**config.mk**
```make
export PLATFORM = sky130hd
export DESIGN_NAME = buck_regulator_config_regs
export DESIGN_NICKNAME = d
export VERILOG_FILES = /design/src/rtl/buck_regs_pkg.sv /design/src/rtl/buck_regulator_config_regs.sv
export SDC_FILE = /design/constraint.sdc
export NUM_CORES = 1
export LEC_CHECK = 0
export BUFFER_PORTS_ARGS = -buffer_cell sky130_fd_sc_hd__buf_2
export CORE_ASPECT_RATIO = 1.4
export CORE_MARGIN = 3
export CORE_UTILIZATION = 52
export DETAILED_ROUTE_END_ITERATION = 6
export PLACE_DENSITY = 0.88
export SYNTH_ARGS = -nofsm -noshare
export SYNTH_HDL_FRONTEND = slang
export SYNTH_SLANG_ARGS = --single-unit
export TNS_END_PERCENT = 10
```
**constraint.sdc**
```tcl
create_clock -name ref_clk -period 1.6 [get_ports ref_clk]
set_clock_uncertainty 0.1 [all_clocks]
set_input_delay 0.16 -clock ref_clk [delete_from_list [all_inputs] [get_ports ref_clk]]
set_output_delay 0.16 -clock ref_clk [all_outputs]
set_load 0.01 [all_outputs]
```
**src/rtl/buck_regs_pkg.sv**
```systemverilog
package buck_regs_pkg;
  localparam logic [7:0] SWITCH_CFG_ADDR = 8'h81;
  localparam logic [7:0] ACTIVE_VOLT_ADDR = 8'h82;
  localparam logic [7:0] ALT_VOLT_ADDR = 8'h83;
  localparam logic [7:0] MODE_CTRL_ADDR = 8'h84;

  localparam logic [7:0] SWITCH_CFG_RESET = 8'h40;
  localparam logic [7:0] ACTIVE_VOLT_RESET = 8'h8d;
  localparam logic [7:0] ALT_VOLT_RESET = 8'h07;
  localparam logic [7:0] MODE_CTRL_RESET = 8'h42;

  // writable bit masks; zero bits are reserved read-only
  localparam logic [7:0] SWITCH_CFG_WMASK = 8'hff;
  localparam logic [7:0] ACTIVE_VOLT_WMASK = 8'h9f;
  localparam logic [7:0] ALT_VOLT_WMASK = 8'h1f;
  localparam logic [7:0] MODE_CTRL_WMASK = 8'hff;
  localparam logic [7:0] UNMAPPED_READ = 8'h00;

  // switching config fields
  localparam int SWITCH_FREQ_SELECT_LSB = 6;
  localparam int LOAD_PD_EN_BIT = 5;
  localparam int DISCHARGE_DIS_BIT = 4;
  localparam int PD_CODE_LSB = 2;
  localparam int GATE_DRIVE_LSB = 0;
  // voltage fields
  localparam int QUIESCENT_SEL_BIT = 7;
  localparam int VOLT_CODE_LSB = 0;
  localparam int VOLT_CODE_W = 5;
  // mode control fields
  localparam int ON_OVERRIDE_BIT = 7;
  localparam int FACTORY_SEQ_BIT = 6;
  localparam int HOLD_ON_BIT = 5;
  localparam int OFF_SLEEP_BIT = 4;
  localparam int OFF_DEEP_SLEEP_BIT = 2;
  localparam int PEAK_LIMIT_BIT = 1;
  localparam int FORCE_CCM_BIT = 0;

  typedef enum logic [1:0] {
    FREQ_1P5MHZ,
    FREQ_2P0MHZ,
    FREQ_2P5MHZ,
    FREQ_3P3MHZ
  } switch_freq_t;
endpackage : buck_regs_pkg

```
**src/rtl/buck_regulator_config_regs.sv**
```systemverilog
`timescale 1ns/100ps
// How it works
// two-bit frequency code picks 1.5, 2.0, 2.5 or 3.3 MHz switching.
// pull-down load applies only while enabled bit set and converter running.
// four-bit pull-down code: low bits here, high bits from another register.
// output discharges through resistor at turn-off unless discharge-disable bit is set.
// two-bit gate-drive code, 00 slowest edges, 11 fastest.
// quiescent select bit chooses 45uA when 0, 250uA when 1.
// active five-bit setpoint gives code times 0.1 V plus 0.5 V.
// alternate five-bit setpoint, same mapping; upper three bits reserved read-only.
// override bit 1 enables converter directly, bypassing the sequencer.
// hold bit keeps converter on after its sequencing input drops.
// sleep bit set turns converter off in Sleep mode.
// deep-sleep bit set turns converter off in Deep Sleep mode.
// peak limit select gives 2.0A when 0, 3.0A when 1.
// forced bit set restricts converter to continuous conduction only.
// software keeps reserved bits at their existing values.
// software leaves the factory sequencing bit unchanged.
// reset loads 0x40, 0x8d, 0x07 and 0x42 into the four registers.
// reserved read-only bits read default, ignore writes; fields change only by writes.
module buck_regulator_config_regs
  import buck_regs_pkg::*;
(
  input wire logic ref_clk,
  input wire logic rst,
  input wire logic [7:0] regAddr,
  input wire logic [7:0] regWrData,
  input wire logic regWrEn,
  input wire logic regRdEn,
  output logic [7:0] regRdData,
  output logic regRdValid,
  input wire logic [1:0] pulldownCodeHigh,
  input wire logic seqEnable,
  input wire logic sleepMode,
  input wire logic deepSleepMode,
  output switch_freq_t switchFreqSelect,
  output logic [1:0] gateDriveStrength,
  output logic [3:0] pulldownCurrentCode,
  output logic loadPulldownOn,
  output logic dischargeOn,
  output logic highQuiescent,
  output logic [4:0] activeVoltageCode,
  output logic [4:0] outputVoltageCode,
  output logic converterEnable,
  output logic peakLimitHigh,
  output logic forceContinuousConduction,
  output logic factorySequenceBit
);

  typedef struct packed {
    logic [7:0] switchCfg;
    logic [7:0] activeVolt;
    logic [7:0] altVolt;
    logic [7:0] modeCtrl;
    logic [7:0] rdData;
    logic rdValid;
    logic [3:0] pdCode;
    logic heldOn;
    logic convOn;
    logic loadOn;
    logic discharge;
  } state_t;

  state_t state_r;
  state_t state_nxt;

  // reserved read-only bits keep their current value whatever is written
  function automatic logic [7:0] mergeWrite(input logic [7:0] oldVal,
                                            input logic [7:0] newVal,
                                            input logic [7:0] wMask);
    mergeWrite = (oldVal & ~wMask) | (newVal & wMask);
  endfunction : mergeWrite

  // one place decides which bytes exist, shared by the write and read paths
  function automatic logic isMapped(input logic [7:0] addr);
    isMapped = 1'b0;
    unique case (addr)
      SWITCH_CFG_ADDR: begin
        isMapped = 1'b1;
      end
      ACTIVE_VOLT_ADDR: begin
        isMapped = 1'b1;
      end
      ALT_VOLT_ADDR: begin
        isMapped = 1'b1;
      end
      MODE_CTRL_ADDR: begin
        isMapped = 1'b1;
      end
      default: begin
        isMapped = 1'b0;
      end
    endcase
  endfunction : isMapped

  // unmapped bytes get an empty mask, so a stray write changes nothing
  function automatic logic [7:0] writeMaskFor(input logic [7:0] addr);
    writeMaskFor = 8'h00;
    unique case (addr)
      SWITCH_CFG_ADDR: begin
        writeMaskFor = SWITCH_CFG_WMASK;
      end
      ACTIVE_VOLT_ADDR: begin
        writeMaskFor = ACTIVE_VOLT_WMASK;
      end
      ALT_VOLT_ADDR: begin
        writeMaskFor = ALT_VOLT_WMASK;
      end
      MODE_CTRL_ADDR: begin
        writeMaskFor = MODE_CTRL_WMASK;
      end
      default: begin
        writeMaskFor = 8'h00;
      end
    endcase
  endfunction : writeMaskFor

  // unmapped reads answer a fixed byte rather than whatever was last read
  function automatic logic [7:0] readByte(input state_t cur, input logic [7:0] addr);
    readByte = UNMAPPED_READ;
    unique case (addr)
      SWITCH_CFG_ADDR: begin
        readByte = cur.switchCfg;
      end
      ACTIVE_VOLT_ADDR: begin
        readByte = cur.activeVolt;
      end
      ALT_VOLT_ADDR: begin
        readByte = cur.altVolt;
      end
      MODE_CTRL_ADDR: begin
        readByte = cur.modeCtrl;
      end
      default: begin
        readByte = UNMAPPED_READ;
      end
    endcase
  endfunction : readByte

  function automatic logic [1:0] twoBitField(input logic [7:0] regVal, input int lsb);
    twoBitField = regVal[lsb +: 2];
  endfunction : twoBitField

  function automatic switch_freq_t freqField(input logic [7:0] cfg);
    freqField = switch_freq_t'(twoBitField(cfg, SWITCH_FREQ_SELECT_LSB));
  endfunction : freqField

  function automatic logic [VOLT_CODE_W-1:0] voltField(input logic [7:0] regVal);
    voltField = regVal[VOLT_CODE_LSB +: VOLT_CODE_W];
  endfunction : voltField

  function automatic logic bitAt(input logic [7:0] regVal, input int pos);
    bitAt = regVal[pos];
  endfunction : bitAt

  // high pair lives in another register, sampled here so outputs stay registered
  function automatic logic [3:0] joinPulldown(input logic [1:0] highPair,
                                              input logic [7:0] cfg);
    joinPulldown = {highPair, twoBitField(cfg, PD_CODE_LSB)};
  endfunction : joinPulldown

  // either sleep level cuts the rail only when its participation bit is set
  function automatic logic sleepAllows(input logic inSleep,
                                       input logic inDeepSleep,
                                       input logic [7:0] mode);
    logic sleepCut;
    logic deepCut;
    sleepCut = inSleep & mode[OFF_SLEEP_BIT];
    deepCut = inDeepSleep & mode[OFF_DEEP_SLEEP_BIT];
    sleepAllows = ~sleepCut & ~deepCut;
  endfunction : sleepAllows

  // hold-on only remembers a sequenced turn-on; clearing the bit releases it
  function automatic logic holdNext(input logic [7:0] mode,
                                    input logic seqOn,
                                    input logic held);
    if (mode[HOLD_ON_BIT]) begin
      holdNext = seqOn | held;
    end else begin
      holdNext = 1'b0;
    end
  endfunction : holdNext

  // override bypasses sequencing, yet sleep gating still applies after it
  function automatic logic demandFor(input logic [7:0] mode,
                                     input logic seqOn,
                                     input logic held);
    if (mode[ON_OVERRIDE_BIT]) begin
      demandFor = 1'b1;
    end else begin
      demandFor = seqOn | held;
    end
  endfunction : demandFor

  function automatic logic loadAllowed(input logic [7:0] cfg,
                                       input logic running);
    if (running) begin
      loadAllowed = cfg[LOAD_PD_EN_BIT];
    end else begin
      loadAllowed = 1'b0;
    end
  endfunction : loadAllowed

  // resistor held across the whole off period, not only the falling edge
  function automatic logic dischargeWanted(input logic [7:0] cfg,
                                           input logic running);
    if (running) begin
      dischargeWanted = 1'b0;
    end else begin
      dischargeWanted = ~cfg[DISCHARGE_DIS_BIT];
    end
  endfunction : dischargeWanted

  logic demand;
  logic wrHit;
  logic rdHit;
  logic [7:0] wrMask;

  always_comb begin
    state_nxt = state_r;
    state_nxt.rdValid = 1'b0;
    demand = 1'b0;
    wrMask = writeMaskFor(regAddr);
    wrHit = regWrEn & isMapped(regAddr);
    rdHit = regRdEn & isMapped(regAddr);
    // only the addressed byte moves, and only in its writable bits
    if (wrHit) begin
      unique case (regAddr)
        SWITCH_CFG_ADDR: begin
          state_nxt.switchCfg = mergeWrite(state_r.switchCfg, regWrData, wrMask);
        end
        ACTIVE_VOLT_ADDR: begin
          state_nxt.activeVolt = mergeWrite(state_r.activeVolt, regWrData, wrMask);
        end
        ALT_VOLT_ADDR: begin
          state_nxt.altVolt = mergeWrite(state_r.altVolt, regWrData, wrMask);
        end
        MODE_CTRL_ADDR: begin
          state_nxt.modeCtrl = mergeWrite(state_r.modeCtrl, regWrData, wrMask);
        end
        default: begin
        end
      endcase
    end

    // reads see the old byte, so a same-cycle write is not returned yet
    if (regRdEn) begin
      state_nxt.rdValid = 1'b1;
      if (rdHit) begin
        state_nxt.rdData = readByte(state_r, regAddr);
      end else begin
        state_nxt.rdData = UNMAPPED_READ;
      end
    end

    state_nxt.pdCode = joinPulldown(pulldownCodeHigh, state_r.switchCfg);
    state_nxt.heldOn = holdNext(state_r.modeCtrl, seqEnable, state_r.heldOn);
    demand = demandFor(state_r.modeCtrl, seqEnable, state_r.heldOn);
    // load and discharge follow the same registered enable, never both at once
    state_nxt.convOn = demand & sleepAllows(sleepMode, deepSleepMode, state_r.modeCtrl);
    state_nxt.loadOn = loadAllowed(state_r.switchCfg, state_nxt.convOn);
    state_nxt.discharge = dischargeWanted(state_r.switchCfg, state_nxt.convOn);
  end

  always_ff @(posedge ref_clk or posedge rst) begin
    if (rst) begin
      // register defaults as after power-up
      state_r.switchCfg <= SWITCH_CFG_RESET;
      state_r.activeVolt <= ACTIVE_VOLT_RESET;
      state_r.altVolt <= ALT_VOLT_RESET;
      state_r.modeCtrl <= MODE_CTRL_RESET;

      // converter held off, output pulled down until reset lifts
      state_r.rdData <= 8'h00;
      state_r.rdValid <= 1'b0;
      state_r.pdCode <= 4'h0;
      state_r.heldOn <= 1'b0;
      state_r.convOn <= 1'b0;
      state_r.loadOn <= 1'b0;
      state_r.discharge <= 1'b1;
    end else begin
      state_r <= state_nxt;
    end
  end

  // outputs are plain flop bits, no logic after the register
  assign regRdData = state_r.rdData;
  assign regRdValid = state_r.rdValid;
  assign switchFreqSelect = freqField(state_r.switchCfg);
  assign gateDriveStrength = twoBitField(state_r.switchCfg, GATE_DRIVE_LSB);
  assign pulldownCurrentCode = state_r.pdCode;
  assign loadPulldownOn = state_r.loadOn;
  assign dischargeOn = state_r.discharge;

  assign highQuiescent = bitAt(state_r.activeVolt, QUIESCENT_SEL_BIT);
  assign activeVoltageCode = voltField(state_r.activeVolt);
  assign outputVoltageCode = voltField(state_r.altVolt);
  assign converterEnable = state_r.convOn;
  assign peakLimitHigh = bitAt(state_r.modeCtrl, PEAK_LIMIT_BIT);
  assign forceContinuousConduction = bitAt(state_r.modeCtrl, FORCE_CCM_BIT);
  // exposed so the sequencer can see it; software is expected not to touch it
  assign factorySequenceBit = bitAt(state_r.modeCtrl, FACTORY_SEQ_BIT);

endmodule : buck_regulator_config_regs

```
# Yosys cells after proc, flatten, opt, wreduce, memory -nomap -nowiden
# Index checks and enable logic that the tools add are counted.
# word_totals
reg_bits	49
latch_bits	0
ram_bits	0
rom_bits	0
inputBits	25
out_inout_bits	34
word_cells	50
mem_count	0
# classes
addsub	0
n_mul	0
div	0
magnitude_cmp	0
eq_ne	4
shift	0
mux	9
n_bitwise	20
reduce_logical	6
# ops
operator	n
8-bit AND	5
8-bit equality test (second input constant)	4
8-bit bitwise OR	4
8-bit one-hot mux with 4 select lines	1
8-bit one-hot mux with 3 select lines	1
8-bit 2-to-1 mux	1
8-bit inverter	1
2-bit AND reduction	4
1-bit AND	6
1-bit 2-to-1 mux	6
4-bit OR reduction	1
1-bit inverter	3
2-bit OR reduction	1
1-bit bitwise OR	1

# Logic depth before layout (Yosys ltp)
# Gate-level depths: netlist (run 1).
# logic_depth
ltp_word	6
mapped_depth	5
depth_no_buf	3

# Worst setup path before layout (run 1)
# Ideal clock, no wire load.
# synth_timing
path_type	input -> register
from	input port regAddr[4]
to	register (tool-made name)
setup_time_ns	0.125
arrival_ns	1.428
required_ns	1.375
setup_slack_ns	-0.053
cell_stages	3
n_path_buf	0
path_cell_list	or4b_4 -> nor4_4 -> mux2_2
# synth_rtl
element	line	source
from (decl)	buck_regulator_config_regs.sv:26	input wire logic [7:0] regAddr,

==> results.md, run 1 <==
- # DRC: 0
- Max_cap viols: 0
- Initial Util: a little over half
- H-Tree Depth: 2
- Detailed-placement wirelength estimate: ~3400 um
- Max Buffers Root-to-Sink: 2
- Total number of vias: 1545
- Post-synth cell types: 26
- Layout cells sized above 1: 55.80%
- Sequential-to-total area share from yosys stat: between 50% and 60%
- Crit. End Element: register
- # diodes: 0
- TritonRoute pass-1 iters: 4
- Critical-path maximum fanout: 6
- CTS tree: built
- Worst hold path class: input port to register
- ANT nets after route: 0
- WS Path Type: input port to register
- Vias per cell: 5.440
- Via count of the first global-routing pass: about 1600
- YS warnings: 0
- Cell Area, Placed: around 0.0026 mm^2
- Core area: about 0.0043 mm^2
- CP arrival: between 1.5 and 2 ns
- Die H: 85.35 um
- Final Max Slew Viols: 0
- Final hold slack: about 0.022 ns
- Commonest non-fill, non-tap cell in the layout: buf_2
- Yosys reg bits: 49
- Least-Margin Pin Slew: around 0.46 ns
- Synthesized area per cell: ~13 um^2
- Largest net degree at the start of global routing: 48
- CP max stage delay: approximately 0.55 ns
- Clk_lat worst skew: about 0.29 ns
- Cts bufs inserted: 5
- Cell leakage power: 1.340 nW
- Clk sinks: 49
- First-pass GRT wire length: 7879 um
- RSZ-0062 raised after global routing: false
- CP bufs+invs: 2
- Placement Rows: 28
- Fill cells: between 300 and 400
- Largest family of logic cells by synthesized area: multiplexers
- Hold Path Origin: sleepMode
- Post-Route WL: 4621 um
- Clock root cell: clkbuf_8
- Final #Nets: around 250
- # IOs: just under 60
- IO Port Bufs: 58
- Reg2Reg Depth: 3
- Antenna violations before repair: 0
- Tot GR Track Use: between 10% and 20%
- Final Wtd Congestion: around 0.75
- Fin crit share: about nine tenths
- Worst setup path start: regAddr[4]
- Pwr dens: about 830 mW/mm^2
- Status: completed
- Critical-path top delay cell: or4b_4
- CP Data Required Time: 1.69 ns
- Critical Path, Cell by Cell: buf_2 > or4b_4 > nor4_4 > buf_4 > mux2_2
- Fin Setup TNS: 0 ns
- Cell Area, Synth: approximately 0.0023 mm^2
- DIE WIDTH: roughly 63 um
- Die area: around 0.0053 mm^2
- Adder-Cell Fraction of Synth Area: 0%
- Crit-path leading delay family: simple AND/OR/NAND/NOR gates
- Finish-stage setup viols: 0
- Worst VDD drop: about 0.00065 V
- Grt total ovfl: 0
- Worst-path clk slew: 0.08 ns
- Min Tclk post-route: roughly 1.5 ns
- Synthesized instance count: between 150 and 200
- FMAX: approximately 680 MHz
- Post-route cell area: 0.002735 mm^2
- Post-Synth Simple-Gate Area: 12.25%
- Area delta synth->final: 16.96%
- CP Launch Type: input port
- Critical path depth: 5
- Post-synthesis compound-gate area fraction: under 10%
- Slew Limit Headroom: between 60% and 70%
- Violation count after the first detailed-route iteration: between 70 and 80
- Mux contribution to synthesized area: between 15 and 20%
- # resized after CTS: 0
- XOR/XNOR Fraction of Synth Area: 0%
- Fin. Hold Viols: 0
- Net Count, Synth: 202
- WHS Path Cells: 2
- Most frequent cells in the layout: buf_2, dfrtp_1, mux2_2
- Mean routed wirelength per cell: about 16 um
[routing by layer]
| layer | routed length (um) | GRT usage, % | part of all wire [%] | up-vias |
|---|---|---|---|---|
| met5 | 0 | 0 | 0 | - |
| met1 | 1907 | 22.51 | 41 | 757 |
| met4 | 153 | 9.639 | 3.3 | 0 |
| li1 | - | - | - | 721 |
| met2 | 2305 | 32.23 | 50 | 55 |
| met3 | 254 | 4.106 | 5.5 | 12 |
[area by class of cell]
class | count | area [um^2] | share of cell area, %
repair buffers | 78 | 485.5 | 17.75
flip-flops and latches | 49 | 1240 | 45.33
multi-input cells | 87 | 845.8 | 30.92
inverters | 2 | 7.507 | 0.2745
clock buffers | 7 | 76.32 | 2.790
clock inverters | 1 | 5.005 | 0.1830
well taps | 60 | 75.07 | 2.745
[through the flow]
| step | power (mW) | util [%] | std cells | setup slack [ns] |
|---|---|---|---|---|
| 2_1_floorplan | 1.499 | - | 177 | -0.05291 |
| 3_3_place_gp | 1.588 | 60.22 | 268 | -0.1589 |
| 3_5_place_dp | 1.597 | 60.22 | 268 | -0.1807 |
| 4_1_cts | 2.293 | 63.99 | 284 | 0.1352 |
| 5_1_grt | 2.367 | 63.99 | 284 | 0.08274 |
| 6_report | 2.266 | 63.99 | 284 | 0.1313 |
[synth_stat cells]
cell / number / share of area, %
a221oi_1: 1 / 0.37
a2111o_1: 1 / 0.48
nor2b_1: 3 / 0.80
buf_4: 26 / 8.3
nor3_1: 1 / 0.21
buf_1: 1 / 0.16
a211oi_1: 8 / 2.6
nor4bb_1: 17 / 7.3
o21a_1: 1 / 0.32
dfrtp_1: 38 / 41
nor4_4: 1 / 0.91
nor2_1: 2 / 0.32
o21bai_1: 1 / 0.32
or3b_1: 1 / 0.37
inv_1: 1 / 0.16
mux2_2: 35 / 17
clkbuf_1: 11 / 1.8
dfstp_2: 11 / 12
nand4_1: 3 / 0.80
and2_1: 1 / 0.27
buf_2: 1 / 0.21
nand3b_1: 1 / 0.32
clkinv_1: 1 / 0.16
or4b_4: 1 / 0.59
o2bb2ai_1: 8 / 3.0
nor4b_1: 1 / 0.37
[where the power goes]
| group | leakage [nW] | switching (mW) | total (mW) | internal (mW) |
|---|---|---|---|---|
| clock network | 0.0422 | 0.373 | 0.680 | 0.307 |
| logic | 0.666 | 0.132 | 0.265 | 0.133 |
| registers | 0.632 | 0.0274 | 1.32 | 1.29 |
| total | 1.34 | 0.533 | 2.27 | 1.73 |
[worst reg2reg max path, stage by stage, from the launching register on]
cell,delay (ns)
dfrtp_1,0.41
mux2_2,0.27
a211oi_1,0.29
o2bb2ai_1,0.09
[path summary, 6_finish.rpt]
kind | endpoint | slack (ns)
min reg2reg | register | 0.28
max in group asynchronous | asynchronous set/reset pin | 0.75
min | converterEnable$_DFF_PP0_ | 0.02
min in group asynchronous | pulldownCurrentCode[3]$_DFF_PP0_ | 0.16
max | register | 0.13
max reg2reg | regRdData[4]$_DFFE_PP0P_ | 0.32
[cells by family (layout without fill, tap and decap cells)]
group | count (synthesis) | in the layout
flops | 49 | 49
buf+inv | 41 | 88
compound gates | 20 | 20
simple gates | 32 | 32
mux | 35 | 35
[what timing repair did]
action / 4_1_cts / 5_1_grt
hold endpoints to repair: 46 / 0
hold buffers: 8 / 0
setup buffers: 0 / 0
Note: power is estimated with default switching activity, not from simulation.
==> run 2: changes to the inputs <==
Settings changed: CTS_BUF_LIST set to sky130_fd_sc_hd__clkbuf_4 sky130_fd_sc_hd__clkbuf_8 sky130_fd_sc_hd__clkbuf_16.
==> results.md, run 2 (same netlist as run 1, synthesis figures left out) <==
- Status: completed
- Final Wtd Congestion: 0.7523 (unchanged)
- Total number of vias: 1550 (+0.32%)
- Grt total ovfl: 0 (unchanged)
- Clk sinks: 49 (unchanged)
- Layout Utilization: 63.93% (about the same)
- # diodes: 0 (unchanged)
- Tot GR Track Use: 19.22% (+0.28 points)
- TritonRoute pass-1 iters: 4 (unchanged)
- # DRC: 0 (unchanged)
- Critical-path top delay cell: or4b_4
- Setup bufs post-CTS: 0 (unchanged)
- WHS Path Cells: 2 (unchanged)
- DIE WIDTH: 62.68 um (unchanged)
- Final #Nets: 247 (-0.40%)
- Die H: 85.35 um (unchanged)
- Largest net degree at the start of global routing: 48 (unchanged)
- # resized after CTS: 0 (unchanged)
- Via count of the first global-routing pass: 1641 (+0.24%)
- Antenna violations before repair: 0 (unchanged)
- RSZ-0062 raised after global routing: false
- CTS Hold Buffers Added: 7 (-1)
- Place WS: -0.1807 ns (unchanged)
- H-Tree Depth: 2 (unchanged)
- Core area: 0.004274 mm^2 (unchanged)
- Finish-stage setup viols: 0 (unchanged)
- Clock root cell: clkbuf_8
- # IOs: 59 (unchanged)
- Worst-path clk slew: 0.08 ns (about the same)
- Hold Crit Endpoint: converterEnable$_DFF_PP0_
- Post-Route WL: 4712 um (+2.0%)
- Hold Path Origin: deepSleepMode
- Fin crit share: 92.97% (+1.2 points)
- FF-to-FF setup slack: 0.32 ns (about the same)
- Commonest non-fill, non-tap cell in the layout: buf_2
- WS Path Type: input port to register
- Critical-path maximum fanout: 6 (unchanged)
- Slew Limit Headroom: 68.91% (-0.47 points)
- CP Launch Type: input port
- ANT nets after route: 0 (unchanged)
- Vias per cell: 5.477 (+0.68%)
- Die area: 0.005349 mm^2 (unchanged)
- CP max stage delay: 0.55 ns (about the same)
- Min Tclk post-route: 1.488 ns (+0.01890 ns)
- Tot Pwr: 2.298 mW (+1.4%)
- FMAX: 672.2 MHz (-1.3%)
- CP Data Required Time: 1.68 ns (about the same)
- Initial Util: 54.71% (unchanged)
- Critical Path, Cell by Cell: buf_2 > or4b_4 > nor4_4 > buf_4 > mux2_2
- Max Buffers Root-to-Sink: 2 (unchanged)
- Crit. End Element: register
- Worst setup path start: regAddr[4]
- Reg2Reg Depth: 3 (unchanged)
- Placed cell count: 268 (unchanged)
- Max_cap viols: 0 (unchanged)
- Detailed-placement wirelength estimate: 3366 um (unchanged)
- First-pass GRT wire length: 7997 um (+1.5%)
- Final Non-Filler Cells: 283 (-0.35%)
- Layout cells sized above 1: 56.95% (+1.1 points)
- Violation count after the first detailed-route iteration: 72 (-8.9%)
- CTS tree: built
- Final Max Slew Viols: 0 (unchanged)
- Worst hold path class: input port to register
- Clk_lat worst skew: 0.29 ns (about the same)
- Final setup margin: 0.1124 ns (-0.01890 ns)
- RR Endpoint: regRdData[4]$_DFFE_PP0P_
- Cts bufs inserted: 5 (unchanged)
- Area delta synth->final: 16.85% (about the same)
- Least-Margin Pin Slew: 0.4663 ns (+0.006998 ns)
- Most frequent cells in the layout: buf_2, dfrtp_1, mux2_2
- Mean routed wirelength per cell: 16.65 um (+2.3%)
- Placement Rows: 28 (unchanged)
- Fin. Hold Viols: 0 (unchanged)
- Cell leakage power: 1.343 nW (+0.20%)
- Pwr dens: 841.0 mW/mm^2 (+1.5%)
- Worst VDD drop: 0.0006407 V (-0.80%)
- IO Port Bufs: 58 (unchanged)
- CP arrival: 1.57 ns (about the same)
run 2: cell count changes in the layout (fill, tap and decap cells not counted), sizes merged:
cell         previous run  this run
dlygate4sd3             8         7
run 2: how the worst max path moves through the flow:
stage               end  slack, ns  cells after the start
4_1_cts        register       0.12                      5
3_5_place_dp   register      -0.18                      5
5_1_grt        register       0.07                      5
2_1_floorplan  register      -0.05                      3
6_report       register       0.11                      5
3_3_place_gp   register      -0.16                      5
run 2: layout make-up:
type                       count  area [um^2]
clock inverter                 1        5.005
inverter                       2        7.507
clock buffer                   7        83.83
sequential                    49         1240
tap                           60        75.07
timing repair buffer          77        475.5
multi-input combinational     87        845.8
fill                         349         1541
run 2: metrics by stage:
step / TNS (ns) / instance area [um^2] / hold WS [ns]
finish: 0 / 2733 / 0.01821
global route: 0 / 2733 / 0.01123
CTS: 0 / 2733 / 0.001841
detailed placement: -1.854 / 2574 / -0.07564
global placement: -1.018 / 2574 / -0.07803
floorplan: -0.1541 / 2338 / 0.09143
run 2: critical path, delay by kind of cell:
family | cells | cell delay, ns
AND/OR/NAND/NOR | 2 | 0.76
multiplexers | 1 | 0.34
buffers and inverters | 2 | 0.31
run 2: per-layer routing:
metal	global-route usage, %	vias up	wire length (um)
met4	9.438	0	147
met1	23.56	764	1985
met2	31.94	53	2325
li1	-	720	-
met5	0	-	0
met3	4.371	13	255
run 2: power by group:
group	leakage [nW]	internal (mW)	total [mW]	switching, mW
sequential	0.632	1.29	1.32	0.0277
clock	0.0491	0.341	0.712	0.372
combinational	0.662	0.131	0.265	0.133
==> run 3: changes to the inputs <==
Settings changed: RECOVER_POWER set to 25.
==> results.md, run 3 (same netlist as run 1, synthesis figures left out) <==
- Mean routed wirelength per cell: 16.64 um (about the same)
- Cell leakage power: 1.336 nW (-0.48%)
- Violation count after the first detailed-route iteration: 71 (-1.4%)
- Finish-stage setup viols: 0 (unchanged)
- DIE WIDTH: 62.68 um (unchanged)
- CP bufs+invs: 2 (unchanged)
- First-pass GRT wire length: 7997 um (unchanged)
- Min Tclk post-route: 1.488 ns (+0.00008800 ns)
- H-Tree Depth: 2 (unchanged)
- Sw frac: 23.19% (about the same)
- RSZ-0062 raised after global routing: false
- Initial Util: 54.71% (unchanged)
- Critical-path top delay cell: or4b_4
- Core area: 0.004274 mm^2 (unchanged)
- # diodes: 0 (unchanged)
- Least-Margin Pin Slew: 0.6123 ns (+0.1460 ns)
- Fin crit share: 92.98% (about the same)
- Placement Rows: 28 (unchanged)
- Max_cap viols: 0 (unchanged)
- # resized after CTS: 0 (unchanged)
- Combinational share of power: 11.3% (-0.2 points)
- IO Port Bufs: 58 (unchanged)
- Vias per cell: 5.481 (about the same)
- Post-Route WL: 4710 um (about the same)
- Hold Path Origin: deepSleepMode
- Clock group share of total power: 31.1% (about the same)
- ANT nets after route: 0 (unchanged)
- Slew Limit Headroom: 59.18% (-9.7 points)
- Clk_lat worst skew: 0.29 ns (about the same)
- Commonest non-fill, non-tap cell in the layout: buf_2
- Clk sinks: 49 (unchanged)
- Detailed-placement wirelength estimate: 3366 um (unchanged)
- Int Power: 1.761 mW (-0.24%)
- Grt total ovfl: 0 (unchanged)
- Final hold slack: 0.01821 ns (unchanged)
- Setup bufs post-CTS: 0 (unchanged)
- Worst setup path start: regAddr[4]
- FMAX: 672.2 MHz (about the same)
- Worst hold path class: input port to register
- Tot GR Track Use: 19.22% (unchanged)
- Via count of the first global-routing pass: 1641 (unchanged)
- Critical-path maximum fanout: 6 (unchanged)
- CP max stage delay: 0.55 ns (about the same)
- Die area: 0.005349 mm^2 (unchanged)
- Total number of vias: 1551 (+0.065%)
- CP Data Required Time: 1.68 ns (about the same)
- Antenna violations before repair: 0 (unchanged)
- Largest net degree at the start of global routing: 48 (unchanged)
- Final Non-Filler Cells: 283 (unchanged)
- Clock root cell: clkbuf_8
- Status: completed
- Place WS: -0.1807 ns (unchanged)
- CP arrival: 1.57 ns (about the same)
- Fin. Hold Viols: 0 (unchanged)
- Area delta synth->final: 16.27%
- CTS tree: built
- Final Max Slew Viols: 0 (unchanged)
- Layout cells sized above 1: 56.05% (-0.90 points)
- Reported net switching power: 0.5318 mW (-0.14%)
- Fraction of power consumed by sequential logic: 57.6% (about the same)
- Final Wtd Congestion: 0.7523 (unchanged)
- Worst VDD drop: 0.0006412 V (about the same)
- # IOs: 59 (unchanged)
- Most frequent cells in the layout: buf_2, dfrtp_1, mux2_2
- TritonRoute pass-1 iters: 4 (unchanged)
- Cts bufs inserted: 5 (unchanged)
- Critical Path, Cell by Cell: buf_2 > or4b_4 > nor4_4 > buf_4 > mux2_2
- CP Launch Type: input port
- Crit-path leading delay family: simple AND/OR/NAND/NOR gates
- # DRC: 0 (unchanged)
- Pwr dens: 843.4 mW/mm^2 (+0.29%)
- FF-to-FF setup slack: 0.32 ns (about the same)
- WS Path Type: input port to register
- Crit. End Element: register
- Placed cell count: 268 (unchanged)
- Final #Nets: 247 (unchanged)
- Worst-path clk slew: 0.08 ns (about the same)
- Max Buffers Root-to-Sink: 2 (unchanged)
- Final setup margin: 0.1123 ns (-0.00008800 ns)
- Die H: 85.35 um (unchanged)
- Tot Pwr: 2.293 mW (-0.21%)
## run 3: changes by cell type in the layout (fill, tap and decap cells not counted)
cell,delta
buf_12,-1
buf_2,-1
clkbuf_1,+1
clkbuf_4,+1
inv_1,+1
inv_2,-1
## run 3: cell type report
class,instances,area (um^2)
multi-input combinational,87,845.8
inverter,2,7.507
clock buffer,7,83.83
timing repair buffer,77,461.7
tap,60,75.07
clock inverter,1,5.005
fill,349,1555
sequential,49,1240
## run 3: worst paths after layout
path	endpoint	depth (start not counted)
setup / recovery	register	5
hold / removal	converterEnable$_DFF_PP0_	2
max in group asynchronous	state_r[3]$_DFF_PP0_	4
min in group asynchronous	pulldownCurrentCode[3]$_DFF_PP0_	3
setup reg to reg	regRdData[4]$_DFFE_PP0P_	3
hold reg to reg	register	0
## run 3: routing by layer
metal,up-vias,track usage [%],share of wire [%]
li1,720,-,-
met1,765,23.56,42
met2,53,31.94,49
met3,13,4.371,5.4
met4,0,9.438,3.1
met5,-,0,0
## run 3: power groups by stage
stage	Combinational [mW]	Sequential (mW)	Clock, mW
finish	0.259	1.32	0.713
detailed placement	0.253	1.34	0
global placement	0.247	1.34	0
CTS	0.268	1.32	0.737
floorplan	0.159	1.34	0
global route	0.285	1.33	0.782
## run 3: what timing repair did
action / in CTS / in global routing
hold endpoints to repair: 45 / 0
hold buffers: 7 / 0
setup endpoints to repair: 0 / 0
## run 3: metrics by stage
stage | TNS, ns | area, um^2 | utilization [%]
6_report | 0 | 2719 | 63.61
5_1_grt | 0 | 2719 | 63.61
4_1_cts | 0 | 2733 | 63.93
3_5_place_dp | -1.854 | 2574 | 60.22
3_3_place_gp | -1.018 | 2574 | 60.22
2_1_floorplan | -0.1541 | 2338 | -
## run 3: worst register-to-register path, cell delays in order, from the launching register on
cell and delay [ns]:
dfrtp_1 0.41, mux2_2 0.27, a211oi_1 0.30, o2bb2ai_1 0.09
